## config.mk

```make
export PLATFORM = sky130hd
export DESIGN_NAME = vaoa_core
export DESIGN_NICKNAME = d
export VERILOG_FILES = /design/src/rtl/vaoa_pkg.sv /design/src/rtl/vaoa_core.sv
export SDC_FILE = /design/constraint.sdc
export NUM_CORES = 1
export LEC_CHECK = 0
export ABC_AREA = 1
export ABC_CLOCK_PERIOD_IN_PS = 1900
export BUFFER_PORTS_ARGS = -buffer_cell sky130_fd_sc_hd__buf_2
export CAP_MARGIN = 5
export CORE_UTILIZATION = 44
export CTS_CLUSTER_SIZE = 28
export DETAILED_ROUTE_END_ITERATION = 10
export HOLD_SLACK_MARGIN = 0.05
export PLACE_DENSITY = 0.75
export SLEW_MARGIN = 20
export SYNTH_ARGS = -nofsm -noshare
export SYNTH_HDL_FRONTEND = slang
export SYNTH_SLANG_ARGS = --single-unit
```

## constraint.sdc

```tcl
create_clock -name mclk -period 1.9 [get_ports mclk]
set_input_delay 0.095 -clock mclk [delete_from_list [all_inputs] [get_ports mclk]]
set_output_delay 0.095 -clock mclk [all_outputs]
set_load 0.05 [all_outputs]
```

## src/rtl/vaoa_pkg.sv

```systemverilog
// package: constants and carrier types for vector and operand addressing
package vaoa_pkg;

    // ========================================================
    // address widths and ranges
    // ========================================================
    localparam int          ADDR_W         = 20;          // full space
    localparam int          GEN_W          = 16;          // general class
    localparam logic [19:0] GEN_LIMIT      = 20'h0_FFFF;  // general top
    localparam logic [19:0] SPC_LIMIT      = 20'hF_FFFF;  // special top
    localparam logic [19:0] BIT_LIMIT      = 20'h0_0FFF;  // bit class top

    // ========================================================
    // vector table layout
    // ========================================================
    localparam int          VEC_TABLE_BYTES = 256;        // table size
    localparam int          VEC_ENTRY_BYTES = 4;          // per entry
    localparam int          VEC_ENTRY_SHIFT = 2;          // log2 entry
    localparam logic [5:0]  SWI_MAX         = 6'h3F;      // number 63
    localparam logic [5:0]  PERIPH_MAX      = 6'h1F;      // number 31
    localparam logic [1:0]  LAST_BYTE       = 2'h3;       // 4th byte idx

    // ========================================================
    // operand modes and classes
    // ========================================================
    typedef enum logic [2:0] {
        VAOA_M_IMM,                                      // immediate
        VAOA_M_REG,                                      // register direct
        VAOA_M_ABS,                                      // absolute 16
        VAOA_M_IND                                       // addr reg indirect
    } vaoa_mode_t;

    typedef enum logic [1:0] {
        VAOA_C_GEN,                                      // general class
        VAOA_C_SPC,                                      // special class
        VAOA_C_BIT                                       // bit class
    } vaoa_class_t;

    typedef enum logic [1:0] {
        VAOA_W8,                                         // byte
        VAOA_W16,                                        // word
        VAOA_W20                                         // 20-bit
    } vaoa_width_t;

    // register selector: 0..5 word regs, 6..9 byte halves
    typedef enum logic [3:0] {
        VAOA_R_D0, VAOA_R_D1, VAOA_R_D2, VAOA_R_D3,
        VAOA_R_AF, VAOA_R_AS,
        VAOA_R_D0L, VAOA_R_D0H, VAOA_R_D1L, VAOA_R_D1H
    } vaoa_reg_t;

    // operand request from decode
    typedef struct packed {
        vaoa_mode_t  mode;                               // addressing mode
        vaoa_class_t cls;                                // addressing class
        vaoa_width_t width;                              // immediate width
        vaoa_reg_t   rsel;                               // register select
        logic [19:0] field;                              // imm or abs field
    } vaoa_opreq_t;

    // operand answer
    typedef struct packed {
        logic        is_addr;                            // ea valid, not data
        logic [19:0] ea;                                 // effective address
        logic [19:0] data;                               // immediate/reg val
        logic        range_err;                          // outside class
    } vaoa_opres_t;

endpackage : vaoa_pkg

```

## src/rtl/vaoa_core.sv

```systemverilog
// vector fetch sequencer and basic operand address former
`timescale 1ns/1ps

module vaoa_core
(
    input  wire logic                mclk,        // 10 MHz clock
    input  wire logic                resetn,      // sync reset, low
    // vector request side
    input  wire logic                vec_req,     // take vector, pulse
    input  wire logic                vec_periph,  // request is peripheral
    input  wire logic [5:0]          vec_num,     // interrupt number
    input  wire logic [19:0]         interrupt_table_base, // table base
    output logic                     vec_busy,    // fetch in progress
    output logic                     vec_done,    // handler valid, pulse
    output logic                     vec_err,     // number refused, pulse
    output logic [19:0]              vec_handler, // handler entry addr
    // memory read port for the vector bytes
    output logic                     mem_rd,      // byte read strobe
    output logic [19:0]              mem_addr,    // byte address
    input  wire logic [7:0]          mem_rdata,   // data next cycle
    // operand side
    input  wire logic                op_req,      // form operand, pulse
    input  wire vaoa_pkg::vaoa_opreq_t op_in,     // operand request
    input  wire logic [15:0]         data_reg_zero,   // word reg 0
    input  wire logic [15:0]         data_reg_one,    // word reg 1
    input  wire logic [15:0]         data_reg_two,    // word reg 2
    input  wire logic [15:0]         data_reg_three,  // word reg 3
    input  wire logic [15:0]         address_reg_first,  // addr reg 1
    input  wire logic [15:0]         address_reg_second, // addr reg 2
    output logic                     op_valid,    // result valid, pulse
    output vaoa_pkg::vaoa_opres_t    op_out       // operand result
);

    // ========================================================
    // helpers
    // ========================================================
    // range check of an address against its class
    function automatic logic out_of_class(input logic [19:0] a,
                                          input vaoa_pkg::vaoa_class_t c);
        logic bad;
        bad = 1'b0;
        unique case (c)
            vaoa_pkg::VAOA_C_GEN: bad = (a > vaoa_pkg::GEN_LIMIT);
            vaoa_pkg::VAOA_C_SPC: bad = (a > vaoa_pkg::SPC_LIMIT);
            vaoa_pkg::VAOA_C_BIT: bad = (a > vaoa_pkg::BIT_LIMIT);
            default:              bad = 1'b1;
        endcase
        return bad;
    endfunction : out_of_class

    // ========================================================
    // vector fetch state
    // ========================================================
    typedef enum logic [1:0] {
        VS_IDLE,                                 // waiting
        VS_READ,                                 // issuing byte reads
        VS_LAST                                  // capturing last byte
    } vs_t;

    vs_t          st_q, st_d;                    // sequencer state
    logic [1:0]   idx_q, idx_d;                  // byte index in entry
    logic [19:0]  base_q, base_d;                // entry start address
    logic [19:0]  hand_q, hand_d;                // handler assembly
    logic         rdp_q, rdp_d;                  // read issued last cycle
    logic [1:0]   ridx_q, ridx_d;                // index of that read
    logic         done_q, done_d;                // done pulse
    logic         err_q, err_d;                  // refusal pulse
    logic         rd_q, rd_d;                    // read strobe
    logic [19:0]  addr_q, addr_d;                // read address
    logic         num_ok;                        // request number legal

    // peripherals may only use 0..31, software 0..63
    assign num_ok = vec_periph ? (vec_num <= vaoa_pkg::PERIPH_MAX)
                               : (vec_num <= vaoa_pkg::SWI_MAX);

    // next-state for the vector fetch
    always_comb
    begin
        st_d   = st_q;
        idx_d  = idx_q;
        base_d = base_q;
        hand_d = hand_q;
        done_d = 1'b0;
        err_d  = 1'b0;
        rd_d   = 1'b0;
        addr_d = addr_q;
        rdp_d  = rd_q;
        // the read now on the bus was issued with the previous index,
        // so its data must land one slot behind idx_q (wraps 0 to 3)
        ridx_d = idx_q - 2'd1;
        // capture the byte read one cycle earlier, little endian
        if (rdp_q)
        begin
            unique case (ridx_q)
                2'd0: hand_d[7:0]   = mem_rdata;
                2'd1: hand_d[15:8]  = mem_rdata;
                2'd2: hand_d[19:16] = mem_rdata[3:0];
                2'd3: hand_d        = hand_d;  // top byte beyond 20 bits
            endcase
        end
        unique case (st_q)
            VS_IDLE:
            begin
                if (vec_req)
                begin
                    if (num_ok)
                    begin
                        // entry lies in the 256-byte window
                        base_d = interrupt_table_base
                               + {12'h000, vec_num,
                                  {vaoa_pkg::VEC_ENTRY_SHIFT{1'b0}}};
                        idx_d  = 2'd0;
                        hand_d = 20'h0_0000;
                        st_d   = VS_READ;
                    end
                    else
                    begin
                        err_d = 1'b1;  // refused number
                    end
                end
            end
            VS_READ:
            begin
                // four consecutive byte reads of the entry
                rd_d   = 1'b1;
                addr_d = base_q + {18'h0_0000, idx_q};
                idx_d  = idx_q + 2'd1;
                if (idx_q == vaoa_pkg::LAST_BYTE)
                    st_d = VS_LAST;
            end
            VS_LAST:
            begin
                // wait for last read data then report
                if (!rd_q && !rdp_q)
                begin
                    done_d = 1'b1;
                    st_d   = VS_IDLE;
                end
            end
            default: st_d = VS_IDLE;
        endcase
    end

    // register the vector fetch state
    always_ff @(posedge mclk)
    begin
        if (!resetn)
        begin
            st_q   <= VS_IDLE;
            idx_q  <= 2'd0;
            base_q <= 20'h0_0000;
            hand_q <= 20'h0_0000;
            rdp_q  <= 1'b0;
            ridx_q <= 2'd0;
            done_q <= 1'b0;
            err_q  <= 1'b0;
            rd_q   <= 1'b0;
            addr_q <= 20'h0_0000;
        end
        else
        begin
            st_q   <= st_d;
            idx_q  <= idx_d;
            base_q <= base_d;
            hand_q <= hand_d;
            rdp_q  <= rdp_d;
            ridx_q <= ridx_d;
            done_q <= done_d;
            err_q  <= err_d;
            rd_q   <= rd_d;
            addr_q <= addr_d;
        end
    end

    // busy mirrors a registered state flag
    logic busy_q, busy_d;                        // busy flag
    assign busy_d = (st_d != VS_IDLE);

    always_ff @(posedge mclk)
    begin
        if (!resetn)
            busy_q <= 1'b0;
        else
            busy_q <= busy_d;
    end

    assign vec_busy    = busy_q;
    assign vec_done    = done_q;
    assign vec_err     = err_q;
    assign vec_handler = hand_q;
    assign mem_rd      = rd_q;
    assign mem_addr    = addr_q;

    // ========================================================
    // operand former, one cycle latency
    // ========================================================
    logic                  opv_q, opv_d;         // valid pulse
    vaoa_pkg::vaoa_opres_t res_q, res_d;         // registered result

    // compute operand from mode
    always_comb
    begin
        logic [15:0] rv;
        rv    = 16'h0000;
        opv_d = op_req;
        res_d = res_q;
        if (op_req)
        begin
            res_d = '0;
            unique case (op_in.mode)
                vaoa_pkg::VAOA_M_IMM:
                begin
                    // constant, low byte at b7..b0
                    unique case (op_in.width)
                        vaoa_pkg::VAOA_W8:
                            res_d.data = {12'h000, op_in.field[7:0]};
                        vaoa_pkg::VAOA_W16:
                            res_d.data = {4'h0, op_in.field[15:0]};
                        default:
                            res_d.data = op_in.field;
                    endcase
                end
                vaoa_pkg::VAOA_M_REG:
                begin
                    // named register; halves of regs 0 and 1
                    unique case (op_in.rsel)
                        vaoa_pkg::VAOA_R_D0:  rv = data_reg_zero;
                        vaoa_pkg::VAOA_R_D1:  rv = data_reg_one;
                        vaoa_pkg::VAOA_R_D2:  rv = data_reg_two;
                        vaoa_pkg::VAOA_R_D3:  rv = data_reg_three;
                        vaoa_pkg::VAOA_R_AF:  rv = address_reg_first;
                        vaoa_pkg::VAOA_R_AS:  rv = address_reg_second;
                        vaoa_pkg::VAOA_R_D0L: rv = {8'h00, data_reg_zero[7:0]};
                        vaoa_pkg::VAOA_R_D0H: rv = {8'h00, data_reg_zero[15:8]};
                        vaoa_pkg::VAOA_R_D1L: rv = {8'h00, data_reg_one[7:0]};
                        vaoa_pkg::VAOA_R_D1H: rv = {8'h00, data_reg_one[15:8]};
                        default:              rv = 16'h0000;
                    endcase
                    res_d.data = {4'h0, rv};
                end
                vaoa_pkg::VAOA_M_ABS:
                begin
                    // 16-bit field taken as address
                    res_d.is_addr = 1'b1;
                    res_d.ea      = {4'h0, op_in.field[15:0]};
                end
                vaoa_pkg::VAOA_M_IND:
                begin
                    // selected address register as address
                    res_d.is_addr = 1'b1;
                    res_d.ea = (op_in.rsel == vaoa_pkg::VAOA_R_AS)
                             ? {4'h0, address_reg_second}
                             : {4'h0, address_reg_first};
                end
                default: res_d = '0;
            endcase
            // flag an address outside its class
            if (res_d.is_addr)
                res_d.range_err = out_of_class(res_d.ea, op_in.cls);
        end
    end

    // register the operand result
    always_ff @(posedge mclk)
    begin
        if (!resetn)
        begin
            opv_q <= 1'b0;
            res_q <= '0;
        end
        else
        begin
            opv_q <= opv_d;
            res_q <= res_d;
        end
    end

    assign op_valid = opv_q;
    assign op_out   = res_q;
endmodule : vaoa_core

```

==> impl_metrics.toml <==
[place]
place_congestion = 1.03
hpwlAfterDp_mm = 17.5
preCtsSetupSlack_ns = -0.118
place.port_buffers = 248

[clock_tree]
clockBufferDepth = 2
h-tree-depth = 3
cts.sinks = 110
clk_pin_slew_ns = 0.07
cts_tree = "built"
cts-root-buf = "clkbuf_16"
numCtsBuffers = 9
clk_latency_ns = 0.35

[power_and_ir_drop]
irDropWorstVdd_uv = 468
power.density_cell_area_nw_per_um2 = 693
p_total_uw = 5820
p_leak_uw = 0.00422

[critical_path]
cp-start-kind = "register"
crit_path_end_kind = "register"
r2r_start = "base_q[0]"
regToRegEndpoint = "mem_addr[18]"
crit_start = "base_q[0]"
worstSetupPathType = "reg2reg"
rrSetupSlack_ns = -0.02
cp-endpoint = "mem_addr[18]"
cp_data_required_time_ns = 2.15
crit_arrival_ns = 2.17
worstPathMaxFanout = 2
reg2regPathDepth = 12

[timing]
hold_viol_final = 0
finalCritPeriodShare_pct = 101
worst_slew_pin_slew_ns = 0.912
fmax_mhz = 520
layout_setup_ws_ns = -0.0244
rsz0062_at_grt = "true"
final.min_clock_period_ns = 1.92
finalSetupViolCount = 5
finClkSkew_ns = 0.00662
relSlewSlack_pct = 39.0
fin_setup_tns_ns = -0.0762
hold_ws_ns = 0.0542
drv_slew = 0

[global_route]
grt_pass1_vias = 6885
grt_pass1_wl_mm = 34.7
grt_max_degree = 54
track_usage_pct = 30.6
overflow = 0
antenna_found_initial = 1

[final_layout]
layout.cells.most_common_list = "buf_2 (248), nand2_1 (203), inv_1 (119)"
final_util_pct = 60.5
drive_above_1_share_pct = 27.0
nFillCells = 1407
final_common_cell = "buf_2"
finalNetCount = 1425
areaGrowthSynthToFinish_pct = 34.0

[route]
ant_nets = 0
first_pass_iters = 6
route.detailed.drc = 0
wl_per_cell_um = 15.7
vias = 7651
drtIter0Drc = 609
wl_mm = 22.6
avgViaCountPerCell = 5.34

[die]
rows = 43
pin_count = 253
fp.coreArea_um2 = 13900
initial_core_util_pct = 45.2
die_h_um = 121
die_area_um2 = 14700
die_x_um = 121

[min_path]
holdPathStages = 3
hp-class = "in2reg"

[outcome]
violations = "negative setup slack"
status = "complete, but fails checks"

[synth]
yosysSeqAreaShare_pct = 35.1
synth_area_per_cell_um2 = 6.45
synthCells = 972
ys_warn_count = 0
ys_types = 39
async_flop_share_pct = 0
synth_edf_count = 0
synth-seq-cells = 110
syn-cell-area_um2 = 6270
synthFlopType = "dfxtp_1"

[run]
cap_viol_max_count = 0
## critical path: stages, from the launching register on
cell      delay [ns]
dfxtp_2         0.36
ha_4            0.14
inv_2           0.03
fa_2            0.34
nand3b_1        0.22
nor2_2          0.15
nand2_2         0.11
nor3_4          0.13
nand2_1         0.09
nand2_1         0.06
nand2_1         0.04
o21ai_1         0.12
inv_1           0.04
## worst min path at each step
stage / from / end / slack (ns)
2_1_floorplan: interrupt_table_base[0] / base_q[0] / 0.21
3_3_place_gp: op_in[19] / op_out[20] / 0.33
3_5_place_dp: interrupt_table_base[1] / base_q[1] / 0.33
4_1_cts: mem_rdata[2] / vec_handler[2] / 0.05
5_1_grt: mem_rdata[2] / vec_handler[2] / 0.07
6_report: op_in[11] / op_out[32] / 0.05
## cell type report
type	instances	area (um^2)	area share, %
inverters	127	477	5.68
clock buffers	12	256	3.05
clock inverters	4	31.3	0.372
flip-flops and latches	110	2200	26.2
diodes	1	2.50	0.0298
multi-input cells	692	3440	41.0
well taps	180	225	2.68
repair buffers	308	1760	20.9
## through the flow
stage | instances | cell area [um^2]
3_3_place_gp | 1393 | 7840
2_1_floorplan | 975 | 6300
6_report | 1434 | 8400
5_1_grt | 1434 | 8400
4_1_cts | 1433 | 8380
3_5_place_dp | 1393 | 7840
## metal layers
layer	vias to the layer above	global-route usage, %	routed length, um
met1	3403	38.3	9150
met2	424	49.2	10400
met3	63	5.50	1940
li1	3761	-	-
met5	-	0	0
met4	0	17.7	1030
## logic make-up (layout without fill, tap and decap cells)
family                   Yosys count  count (layout)  synth area share, %
adder cells (fa/ha/maj)           11              11                 2.43
AND/OR/NAND/NOR                  430             430                 30.0
XOR/XNOR                           7               7                0.978
buffers and inverters            173             451                 11.0
AO/OA/AOI/OAI                    240             240                 20.4
flip-flops                       110             110                 35.1
other                              1               5               0.0598
## synth_stat cells, types with 2 or more instances
library cell,count,area share (%)
clkinv_1,2,0.12
nor4_1,3,0.30
inv_1,121,7.2
nor2_2,4,0.40
clkbuf_1,26,1.6
nor2_4,2,0.36
nand3b_1,7,0.84
buf_2,14,1.1
dfxtp_1,110,35
nand4_1,29,2.9
buf_4,5,0.60
fa_1,2,0.64
a22oi_1,5,0.60
a31oi_1,3,0.30
o21ai_0,107,8.5
nor3_1,7,0.56
a21oi_1,91,7.3
nand3_1,74,5.9
nor3_2,2,0.32
xor2_1,6,0.84
inv_2,4,0.24
a21o_1,2,0.24
nor2_1,89,5.3
o211ai_1,8,0.96
ha_1,9,1.8
o21ai_1,6,0.48
or2_2,6,0.60
nand2_1,204,12
o22ai_1,12,1.2
o2111ai_1,3,0.42
## power breakdown
part	total (uW)	internal [uW]	switching (uW)
Combinational	1440	470	971
Sequential	2540	2440	99.9
Clock	1840	965	872
## state kept, by name (all words and copies together) (netlist names)
| name | flops |
|---|---|
| base_q | 20 |
| mem_rd | 1 |
| vec_err | 1 |
| vec_done | 1 |
| op_out | 38 |
| vec_handler | 20 |
| idx_q | 2 |
| ridx_q | 2 |
| rdp_q | 1 |
| op_valid | 1 |
| vec_busy | 1 |
| mem_addr | 20 |
| st_q | 2 |
## repair_timing
item | CTS | global route
resized for setup | 14 | 6
pin swaps | 2 | 3
hold endpoints to repair | 26 | 0
setup buffers | 4 | 0
setup endpoints to repair | 6 | 10
cloned | 0 | 0
hold buffers | 20 | 0
Power figures use the tool's default switching activity.
